[src/pdra_pkg.sv]
// Constants shared by the process data register access link and its two ends
package pdra_pkg;

   // ==========================================================
   // Control byte layout
   localparam int ctrl_access_bit = 7;
   localparam int ctrl_write_bit = 6;
   localparam int reg_num_w = 6;
   localparam int reg_count = 64;

   // ==========================================================
   // Register numbers and values
   localparam logic [5:0] reg_fw_version = 6'h09;
   localparam logic [5:0] reg_unlock_code = 6'h1f;
   localparam logic [5:0] reg_feature = 6'h20;
   localparam logic [15:0] unlock_code_value = 16'h1235;
   // Arbitrary neutral value
   localparam logic [15:0] fw_version_default = 16'h4e31;
   localparam logic [15:0] reset_word = 16'h0000;
   localparam logic [7:0] reset_byte = 8'h00;

   // ==========================================================
   // Controller register offsets and fields
   localparam logic [7:0] off_cmd = 8'h00;
   localparam logic [7:0] off_wdata = 8'h04;
   localparam logic [7:0] off_status = 8'h08;
   localparam logic [7:0] off_rdata = 8'h0c;
   localparam int cmd_write_bit = 6;
   localparam int cmd_start_bit = 31;
   localparam int stat_busy_bit = 0;
   localparam int stat_done_bit = 1;
   localparam int stat_ack_lsb = 8;
   localparam logic [1:0] axi_okay = 2'h0;

endpackage : pdra_pkg

[src/pd_link_if.sv]
// Interface carrying the cyclic process data between controller and terminal
`timescale 1ns/1ps
interface pd_link_if;
   logic [7:0] ctrl_byte;
   logic [15:0] host_to_device_word;
   logic [7:0] status_byte;
   logic [15:0] device_to_host_word;

   modport device (
      input ctrl_byte,
      input host_to_device_word,
      output status_byte,
      output device_to_host_word
   );

   modport host (
      output ctrl_byte,
      output host_to_device_word,
      input status_byte,
      input device_to_host_word
   );
endinterface : pd_link_if

[src/pd_controller.sv]
// Controller end: AXI4-Lite registers driving register access over process data
`timescale 1ns/1ps
module pd_controller (
   input wire logic aclk,
   input wire logic aresetn,
   input wire logic [7:0] s_axi_awaddr,
   input wire logic s_axi_awvalid,
   output logic s_axi_awready,
   input wire logic [31:0] s_axi_wdata,
   input wire logic [3:0] s_axi_wstrb,
   input wire logic s_axi_wvalid,
   output logic s_axi_wready,
   output logic [1:0] s_axi_bresp,
   output logic s_axi_bvalid,
   input wire logic s_axi_bready,
   input wire logic [7:0] s_axi_araddr,
   input wire logic s_axi_arvalid,
   output logic s_axi_arready,
   output logic [31:0] s_axi_rdata,
   output logic [1:0] s_axi_rresp,
   output logic s_axi_rvalid,
   input wire logic s_axi_rready,
   pd_link_if.host link
);

   typedef enum logic [1:0] {st_idle, st_clear, st_wait} ctl_state_e;

   ctl_state_e state_r;
   logic awready_r;
   logic wready_r;
   logic bvalid_r;
   logic arready_r;
   logic rvalid_r;
   logic [31:0] rdata_r;
   logic [7:0] awaddr_r;
   logic [31:0] wdata_r;
   logic [3:0] wstrb_r;
   logic do_write;
   logic [31:0] cmd_w;
   logic [31:0] wval_w;
   logic [6:0] cmd_r;
   logic [15:0] wval_r;
   logic [15:0] rval_r;
   logic [7:0] ack_r;
   logic done_r;
   logic start;
   logic [7:0] ctrl_r;
   logic [15:0] out_word_r;
   logic [7:0] expect_ack;

   function automatic logic [31:0] merge(input logic [31:0] old, input logic [31:0] nw, input logic [3:0] strb);
      merge = old;
      for (int b = 0; b < 4; b++) begin
         if (strb[b]) begin
            merge[b*8 +: 8] = nw[b*8 +: 8];
         end
      end
   endfunction : merge

   // ==========================================================
   // AXI4-Lite write channels
   assign do_write = !awready_r && !wready_r && !bvalid_r;
   assign cmd_w = merge({25'h0, cmd_r}, wdata_r, wstrb_r);
   assign wval_w = merge({16'h0000, wval_r}, wdata_r, wstrb_r);
   assign start = do_write && awaddr_r == pdra_pkg::off_cmd && cmd_w[pdra_pkg::cmd_start_bit] && state_r == st_idle;

   always_ff @(posedge aclk) begin
      if (!aresetn) begin
         awready_r <= 1'b1;
         wready_r <= 1'b1;
         bvalid_r <= 1'b0;
         awaddr_r <= 8'h00;
         wdata_r <= 32'h00000000;
         wstrb_r <= 4'h0;
      end else begin
         if (s_axi_awvalid && awready_r) begin
            awready_r <= 1'b0;
            awaddr_r <= s_axi_awaddr;
         end
         if (s_axi_wvalid && wready_r) begin
            wready_r <= 1'b0;
            wdata_r <= s_axi_wdata;
            wstrb_r <= s_axi_wstrb;
         end
         if (do_write) begin
            bvalid_r <= 1'b1;
         end
         if (bvalid_r && s_axi_bready) begin
            bvalid_r <= 1'b0;
            awready_r <= 1'b1;
            wready_r <= 1'b1;
         end
      end
   end

   // ==========================================================
   // Command and write value registers
   always_ff @(posedge aclk) begin
      if (!aresetn) begin
         cmd_r <= 7'h00;
         wval_r <= pdra_pkg::reset_word;
      end else if (do_write && state_r == st_idle) begin
         if (awaddr_r == pdra_pkg::off_cmd) begin
            cmd_r <= cmd_w[6:0];
         end
         if (awaddr_r == pdra_pkg::off_wdata) begin
            wval_r <= wval_w[15:0];
         end
      end
   end

   // ==========================================================
   // AXI4-Lite read channels
   always_ff @(posedge aclk) begin
      if (!aresetn) begin
         arready_r <= 1'b1;
         rvalid_r <= 1'b0;
         rdata_r <= 32'h00000000;
      end else if (s_axi_arvalid && arready_r) begin
         arready_r <= 1'b0;
         rvalid_r <= 1'b1;
         unique case (s_axi_araddr)
            pdra_pkg::off_cmd: rdata_r <= {25'h0, cmd_r};
            pdra_pkg::off_wdata: rdata_r <= {16'h0000, wval_r};
            pdra_pkg::off_status: rdata_r <= {16'h0000, ack_r, 6'h00, done_r, state_r != st_idle};
            pdra_pkg::off_rdata: rdata_r <= {16'h0000, rval_r};
            default: rdata_r <= 32'h00000000;
         endcase
      end else if (rvalid_r && s_axi_rready) begin
         rvalid_r <= 1'b0;
         arready_r <= 1'b1;
      end
   end

   // ==========================================================
   // Link sequencer
   assign expect_ack = cmd_r[pdra_pkg::cmd_write_bit] ? (ctrl_r & ~(8'h01 << pdra_pkg::ctrl_write_bit)) : ctrl_r;

   always_ff @(posedge aclk) begin
      if (!aresetn) begin
         state_r <= st_idle;
         ctrl_r <= pdra_pkg::reset_byte;
         out_word_r <= pdra_pkg::reset_word;
         done_r <= 1'b0;
         ack_r <= pdra_pkg::reset_byte;
         rval_r <= pdra_pkg::reset_word;
      end else begin
         unique case (state_r)
            st_idle: begin
               ctrl_r <= pdra_pkg::reset_byte;
               if (start) begin
                  done_r <= 1'b0;
                  state_r <= st_clear;
               end
            end
            st_clear: begin
               if (link.status_byte == pdra_pkg::reset_byte) begin
                  ctrl_r <= {1'b1, cmd_r[pdra_pkg::cmd_write_bit], cmd_r[5:0]};
                  out_word_r <= wval_r;
                  state_r <= st_wait;
               end
            end
            st_wait: begin
               if (link.status_byte == expect_ack) begin
                  ack_r <= link.status_byte;
                  if (!cmd_r[pdra_pkg::cmd_write_bit]) begin
                     rval_r <= link.device_to_host_word;
                  end
                  done_r <= 1'b1;
                  ctrl_r <= pdra_pkg::reset_byte;
                  state_r <= st_idle;
               end
            end
         endcase
      end
   end

   assign link.ctrl_byte = ctrl_r;
   assign link.host_to_device_word = out_word_r;
   assign s_axi_awready = awready_r;
   assign s_axi_wready = wready_r;
   assign s_axi_bvalid = bvalid_r;
   assign s_axi_bresp = pdra_pkg::axi_okay;
   assign s_axi_arready = arready_r;
   assign s_axi_rvalid = rvalid_r;
   assign s_axi_rdata = rdata_r;
   assign s_axi_rresp = pdra_pkg::axi_okay;

endmodule : pd_controller

[src/flat_wrapper.sv]
// flat-port wrapper written by rule: the top's interface ports become plain ports
module pd_controller_flat 
  (aclk, aresetn, s_axi_awaddr, s_axi_awvalid, s_axi_awready, s_axi_wdata, s_axi_wstrb, s_axi_wvalid, s_axi_wready, s_axi_bresp, s_axi_bvalid, s_axi_bready, s_axi_araddr, s_axi_arvalid, s_axi_arready, s_axi_rdata, s_axi_rresp, s_axi_rvalid, s_axi_rready, link_ctrl_byte, link_host_to_device_word, link_status_byte, link_device_to_host_word);
  pd_link_if link_i ();
  input wire logic aclk;
  input wire logic aresetn;
  input wire logic [7:0] s_axi_awaddr;
  input wire logic s_axi_awvalid;
  output logic s_axi_awready;
  input wire logic [31:0] s_axi_wdata;
  input wire logic [3:0] s_axi_wstrb;
  input wire logic s_axi_wvalid;
  output logic s_axi_wready;
  output logic [1:0] s_axi_bresp;
  output logic s_axi_bvalid;
  input wire logic s_axi_bready;
  input wire logic [7:0] s_axi_araddr;
  input wire logic s_axi_arvalid;
  output logic s_axi_arready;
  output logic [31:0] s_axi_rdata;
  output logic [1:0] s_axi_rresp;
  output logic s_axi_rvalid;
  input wire logic s_axi_rready;
  output wire logic [$bits(link_i.ctrl_byte)-1:0] link_ctrl_byte;
  output wire logic [$bits(link_i.host_to_device_word)-1:0] link_host_to_device_word;
  input wire logic [$bits(link_i.status_byte)-1:0] link_status_byte;
  input wire logic [$bits(link_i.device_to_host_word)-1:0] link_device_to_host_word;
  assign link_ctrl_byte = link_i.ctrl_byte;
  assign link_host_to_device_word = link_i.host_to_device_word;
  assign link_i.status_byte = link_status_byte;
  assign link_i.device_to_host_word = link_device_to_host_word;
  pd_controller u_core (.aclk(aclk), .aresetn(aresetn), .s_axi_awaddr(s_axi_awaddr), .s_axi_awvalid(s_axi_awvalid), .s_axi_awready(s_axi_awready), .s_axi_wdata(s_axi_wdata), .s_axi_wstrb(s_axi_wstrb), .s_axi_wvalid(s_axi_wvalid), .s_axi_wready(s_axi_wready), .s_axi_bresp(s_axi_bresp), .s_axi_bvalid(s_axi_bvalid), .s_axi_bready(s_axi_bready), .s_axi_araddr(s_axi_araddr), .s_axi_arvalid(s_axi_arvalid), .s_axi_arready(s_axi_arready), .s_axi_rdata(s_axi_rdata), .s_axi_rresp(s_axi_rresp), .s_axi_rvalid(s_axi_rvalid), .s_axi_rready(s_axi_rready), .link(link_i));
endmodule
[config.mk]
export PLATFORM = sky130hd
export DESIGN_NAME = pd_controller_flat
export DESIGN_NICKNAME = d
export VERILOG_FILES = /design/src/pdra_pkg.sv /design/src/pd_link_if.sv /design/src/pd_controller.sv /design/src/flat_wrapper.sv
export SDC_FILE = /design/constraint.sdc
export NUM_CORES = 1
export LEC_CHECK = 0
export ABC_AREA = 1
export BUFFER_PORTS_ARGS = -buffer_cell sky130_fd_sc_hd__buf_2
export CAP_MARGIN = 20
export CELL_PAD_IN_SITES_DETAIL_PLACEMENT = 0
export CELL_PAD_IN_SITES_GLOBAL_PLACEMENT = 1
export CORE_MARGIN = 8
export CORE_UTILIZATION = 39
export DETAILED_ROUTE_END_ITERATION = 12
export PLACE_DENSITY = 0.87
export SLEW_MARGIN = 20
export SYNTH_ARGS = -nofsm -noshare
export SYNTH_HDL_FRONTEND = slang
export SYNTH_SLANG_ARGS = --single-unit
[constraint.sdc]
create_clock -name aclk -period 4.1 [get_ports aclk]
set_clock_uncertainty 0.2 [all_clocks]
set_input_delay 1.025 -clock aclk [delete_from_list [all_inputs] [get_ports aclk]]
set_output_delay 1.025 -clock aclk [all_outputs]
set_load 0.01 [all_outputs]
==> reports/qor.yml, run 1 <==
run_status: "finished, final reports clean"
layout_worst_path_cycle_share_pct: 70.7
transition_time_at_the_pin_with_the_least_slew_margin_ns: 1.05
dpl.cell_count: 919
syn_avg_cell_area_um2: 7.55
dr.max_layer_used: "met4"
worstSkewPairLatency_ns: 0.41
io-pin-count: 148
fin_nets: 853
antenna_found_initial: 0
ys_warn_count: 0
grt.overflow.total: 0
timing.setup.critical_path_class: "input port to register"
most_used_cells_in_the_layout_excluding_fill_and_tap_cells: "dfxtp_1, buf_2, nor2_1"
share_seq_of_total_power_pct: 42.3
path_clk_slew_ns: 0.05
antennaDiodeCount: 0
final_min_period_ns: 2.90
dp_worst_setup_slack_ns: 0.728
max-slew-margin-rel_pct: 29.8
die-height_um: 130
cts-buffers-inserted: 17
die-area_mm2: 0.0168
count_of_buffers_added_by_post_cts_timing_repair_for_setup: 0
instances_no_fill: 952
synthesis.instances: 668
layout.filler_cells: 1273
grt_usage_pct: 16.6
synth-seq-area-share_pct: 48.8
postCtsResizedCells: 0
number_of_detailed_routing_iterations_run_before_antenna_repair: 7
area_growth_pct: 23.7
drc: 0
max_cap_violations: 0
clock_power_share_pct: 52.0
syn-cell-area_mm2: 0.00505
worst_slack_ns: 1.20
crit_arrival_ns: 2.99
routed-via-count: 4556
cts.sinks: 123
cp_cell_sequence: "buf_2 > inv_1 > nand3_1 > clkinv_1 > nand2_1 > o21ai_0 > o21ai_0 > a21oi_1"
path_delay_family: "simple AND/OR/NAND/NOR gates"
timing.rr.start: "u_core.cmd_r[6]"
route.met2.wl_um: 5870
grt_max_degree: 89
post_cts_hold_buffer_count: 0
total_power_mw: 2.93
met3_length_um: 1110
grt_setup_unrepaired: "false"
net-switching-power_mw: 0.648
first_global_vias: 4481
critical_path_peak_fanout: 27
crit_startpoint: "s_axi_araddr[5]"
total_of_buffers_placed_on_input_and_output_ports: 111
width_of_the_die_um: 130
total_negative_slack_ns: 0
hold_path.startpoint: "u_core.s_axi_rdata[13]"
core_area_mm2: 0.0126
maxClockFrequency_mhz: 345
std_cell_rows: 41
sw_share_pct: 22.1
starting_density_pct: 40.0
ir_drop_mv: 0.262
worst_setup_path_start_kind: "input port"
slew_violations: 0
finalSetupViolations: 0
setup.worst_path.end_class: "register"
drive_above_1_share_pct: 19.9
critical_path_buf_inv_count: 3
min_path_type: "register to register"
root_buffer: "clkbuf_16"
cts_tree: "built"
number_of_flip_flops_and_latches_in_the_synthesized_netlist: 123
routedLengthMet1_um: 6380
comb_power_share_pct: 5.8
top_cell_by_count_worst_path: "o21ai_0"
maximum_buffer_depth_of_the_clock_tree: 2
detailedRoute.firstIterationViolations: 423
placer_congestion: 0.831
total_number_of_h_tree_levels: 4
critPathSlowestCell: "nand2_1"
routed_via_density: 4.79
global_route_wire_length_before_repair_um: 21900
wl_per_cell_um: 14.3
detailed_place_hpwl_um: 9980
layout_commonest_cell: "dfxtp_1"
p_leak_nw: 2.66
utilization_pct: 49.5
cp_slowest_stage_delay_ns: 0.72
number_of_distinct_library_cell_variants_in_the_gate_level_netlist_after_synthesis: 29
powerDensity_mw_per_mm2: 470
finalHoldViolCount: 0
detail-route-antenna-nets: 0
power.internal_mw: 2.28
timing.critical_path.required_ns: 4.19
drt_wl_total_um: 13600
## worst paths after layout
path / slack, ns / to / depth (start not counted)
max: 1.20 / u_core.s_axi_rdata[0] / 8
min: 0.27 / u_core.s_axi_rdata[13] / 2
max reg2reg: 2.00 / u_core.rval_r[3] / 10
min reg2reg: 0.27 / u_core.s_axi_rdata[13] / 2
## layer usage
layer	vias to the layer above	GRT usage [%]
met1	2003	21.2
met3	22	5.92
met5	-	0
met4	0	6.49
li1	2356	-
met2	175	25.3
## cell families after synthesis
family / share of synthesized area, %
AND/OR/NAND/NOR: 21.1
AO/OA/AOI/OAI: 18.8
flip-flops: 48.8
buffers and inverters: 9.65
XOR/XNOR: 0.868
adder cells (fa/ha/maj): 0.744
other: 0.0743
## cell usage after synthesis
| cell | n | area, um^2 |
|---|---|---|
| a21boi_0 | 1 | 7.51 |
| a21oi_1 | 72 | 360 |
| buf_1 | 1 | 3.75 |
| buf_2 | 2 | 10.0 |
| buf_4 | 22 | 165 |
| buf_6 | 2 | 22.5 |
| clkbuf_1 | 25 | 93.8 |
| clkbuf_2 | 1 | 5.00 |
| clkinv_1 | 1 | 3.75 |
| conb_1 | 1 | 3.75 |
| dfxtp_1 | 123 | 2460 |
| ha_1 | 3 | 37.5 |
| inv_1 | 47 | 176 |
| inv_4 | 1 | 6.26 |
| nand2_1 | 90 | 338 |
| nand3_1 | 42 | 210 |
| nand3_2 | 2 | 20.0 |
| nand3_4 | 1 | 17.5 |
| nand4_1 | 2 | 12.5 |
| nor2_1 | 108 | 405 |
| nor2_2 | 2 | 12.5 |
| nor2_4 | 2 | 22.5 |
| nor3_1 | 1 | 5.00 |
| nor3_2 | 2 | 20.0 |
| o211ai_1 | 13 | 97.6 |
| o21ai_0 | 92 | 460 |
| o21ai_1 | 3 | 15.0 |
| o31ai_1 | 1 | 7.51 |
| xnor2_1 | 5 | 43.8 |
## through the flow
stage | hold slack (ns) | area, um^2
after floorplan | 0.244 | 5120
after global placement | 0.255 | 5600
after detailed placement | 0.262 | 5600
after CTS | 0.270 | 6220
after global routing | 0.294 | 6240
final | 0.269 | 6240
## registers in the layout, indices dropped and copies added (netlist names), 7 cells and up
signal / flops
u_core.s_axi_rdata: 16
u_core.wdata_r: 17
u_core.link.ctrl_byte: 8
u_core.awaddr_r: 8
u_core.ack_r: 8
u_core.link.host_to_device_word: 16
u_core.wval_r: 16
u_core.rval_r: 16
u_core.cmd_r: 7
## power by group through the flow
stage	clock, mW	sequential [mW]	combinational, mW
floorplan	0	1.26	0.117
global placement	0	1.26	0.163
detailed placement	0	1.27	0.165
CTS	1.55	1.24	0.166
global route	1.60	1.24	0.196
finish	1.52	1.24	0.169
## tightest hold or removal path, stage by stage, from the launching register on
cell and delay (ns):
dfxtp_1 0.31, nand2_1 0.06, a21oi_1 0.05
## final cells by class
cell class / count / area [um^2] / area share (%)
Tap cell: 172 / 215 / 3.45
Multi-Input combinational cell: 462 / 2170 / 34.7
Clock inverter: 11 / 143 / 2.28
Clock buffer: 21 / 470 / 7.54
Sequential cell: 123 / 2460 / 39.4
Timing Repair Buffer: 114 / 598 / 9.58
Inverter: 49 / 186 / 2.99
No activity file was read; power rests on OpenSTA's default activity.
==> run 2: changes to the inputs <==
CORE_UTILIZATION = 37   (was 39)
PLACE_DENSITY = 0.83   (was 0.87)
clock period = 2.7 ns   (was 4.1 ns; I/O delays follow)
==> run 2 against run 1 <==
Sequential power increased by 52%. Critical path depth decreased by 1. Setup slack got worse by 0.58 ns. Combinational power increased by 53%.
==> reports/qor.yml, run 2 (synthesized netlist as in run 1, its figures left out) <==
timing.critical_path.required_ns: 2.77
first_global_vias: 4528
die-height_um: 133
slew_violations: 0
detailed_place_hpwl_um: 10400
grt_setup_unrepaired: "false"
worst_setup_path_start_kind: "register"
transition_time_at_the_pin_with_the_least_slew_margin_ns: 0.587
ir_drop_mv: 0.492
count_of_buffers_added_by_post_cts_timing_repair_for_setup: 0
largest_register_ffs: 17
placer_congestion: 0.789
number_of_detailed_routing_iterations_run_before_antenna_repair: 5
max_cap_violations: 0
drive_above_1_share_pct: 20.4
total_of_buffers_placed_on_input_and_output_ports: 111
grt.overflow.total: 0
power.internal_mw: 3.53
width_of_the_die_um: 133
top_cell_by_count_worst_path: "inv_1"
timing.rr.start: "u_core.state_r[0]"
cts.sinks: 123
max-slew-margin-rel_pct: 60.8
sw_share_pct: 21.2
path_clk_slew_ns: 0.05
root_buffer: "clkbuf_16"
share_seq_of_total_power_pct: 42.1
critical_path.reg2reg.endpoint: "u_core.wval_r[3]"
most_used_cells_in_the_layout_excluding_fill_and_tap_cells: "dfxtp_1, buf_2, nor2_1"
p_leak_nw: 2.72
placement.cell_area_mm2: 0.00570
std_cell_rows: 42
routed-via-count: 4584
detail-route-antenna-nets: 0
setup.worst_path.end_class: "register"
wl_per_cell_um: 14.1
total_number_of_h_tree_levels: 4
grt_max_degree: 52
multi_input_comb_area_mm2: 0.00217
detailedRoute.firstIterationViolations: 284
maxClockFrequency_mhz: 482
grt_usage_pct: 15.8
total_negative_slack_ns: 0
comb_power_share_pct: 5.8
critPathSlowestCell: "nand3_1"
run_status: "finished, final reports clean"
drc: 0
reg2regPathDepth: 7
regMostFlops: "u_core.wdata_r"
worstSkewPairLatency_ns: 0.41
layout.filler_cells: 1352
critical_path_buf_inv_count: 2
io-pin-count: 148
finalSetupViolations: 0
final_min_period_ns: 2.08
antenna_found_initial: 0
post_cts_hold_buffer_count: 0
path_delay_family: "simple AND/OR/NAND/NOR gates"
net-switching-power_mw: 0.950
cp_slowest_stage_delay_ns: 0.45
path_depth: 7
area.sequential_mm2: 0.00246
postCtsResizedCells: 0
drt_wl_total_um: 13600
regToRegSetupSlack_ns: 0.62
powerDensity_mw_per_mm2: 709
layout_worst_path_cycle_share_pct: 76.9
global_route_wire_length_before_repair_um: 22800
core_area_mm2: 0.0133
fin_nets: 862
routed_via_density: 4.75
min_path_type: "register to register"
cts_tree: "built"
cts-buffers-inserted: 17
die-area_mm2: 0.0176
crit_startpoint: "u_core.state_r[0]"
layout_commonest_cell: "dfxtp_1"
clock_power_share_pct: 52.1
critical_path_peak_fanout: 16
antennaDiodeCount: 0
maximum_buffer_depth_of_the_clock_tree: 2
utilization_pct: 47.5
worstSetupEndpoint: "u_core.wval_r[3]"
starting_density_pct: 38.0
crit_arrival_ns: 2.15
post-route-cell-area_mm2: 0.00631
finalHoldViolCount: 0
cp_cell_sequence: "inv_1 > ha_1 > inv_1 > nor2_1 > nand3_1 > o21ai_0 > a21oi_1"
timing.setup.critical_path_class: "register to register"
hold_slack_ns: 0.262
area_growth_pct: 25.1
## run 2: final cells by class
class / instances / area share (%)
multi-input cells: 462 / 34.4
well taps: 176 / 3.49
clock inverters: 6 / 1.70
inverters: 49 / 2.95
flip-flops and latches: 123 / 39.0
repair buffers: 123 / 10.4
clock buffers: 26 / 8.07
## run 2: how the worst min path moves through the flow
stage                               start                    end  slack (ns)  depth (start not counted)
floorplan              u_core.awaddr_r[3]     u_core.awaddr_r[3]        0.24                          2
global placement    u_core.s_axi_rdata[7]  u_core.s_axi_rdata[7]        0.25                          2
detailed placement  u_core.s_axi_rdata[7]  u_core.s_axi_rdata[7]        0.25                          2
CTS                          s_axi_wvalid    u_core.s_axi_wready        0.25                          2
global route                 s_axi_wvalid    u_core.s_axi_wready        0.27                          2
finish              u_core.s_axi_rdata[2]  u_core.s_axi_rdata[2]        0.26                          2
## run 2: power by group through the flow
stage / combinational [mW] / sequential, mW / clock, mW
2_1_floorplan: 0.178 / 1.92 / 0
3_3_place_gp: 0.254 / 1.92 / 0
3_5_place_dp: 0.260 / 1.92 / 0
4_1_cts: 0.261 / 1.88 / 2.37
5_1_grt: 0.296 / 1.89 / 2.47
6_report: 0.259 / 1.88 / 2.33
## run 2: metrics by stage
step	instances	worst slack (ns)	power [mW]
5_1_grt	965	0.369	4.65
4_1_cts	965	0.607	4.52
3_5_place_dp	933	0.238	2.18
2_1_floorplan	687	0.672	2.10
3_3_place_gp	933	0.314	2.17
6_report	965	0.625	4.48
## run 2: tightest hold or removal path: cells and delay by family, from the launching register on
kind,cells,cell delay [ns]
simple gates,1,0.06
compound gates,1,0.05
flops,1,0.30
## run 2: layer usage
layer / up-vias / routed length [um] / global-route usage, %
met5: - / 0 / 0
met4: 0 / 80 / 5.11
met3: 7 / 814 / 5.64
met2: 136 / 6090 / 24.6
met1: 2069 / 6650 / 20.0
li1: 2372 / - / -
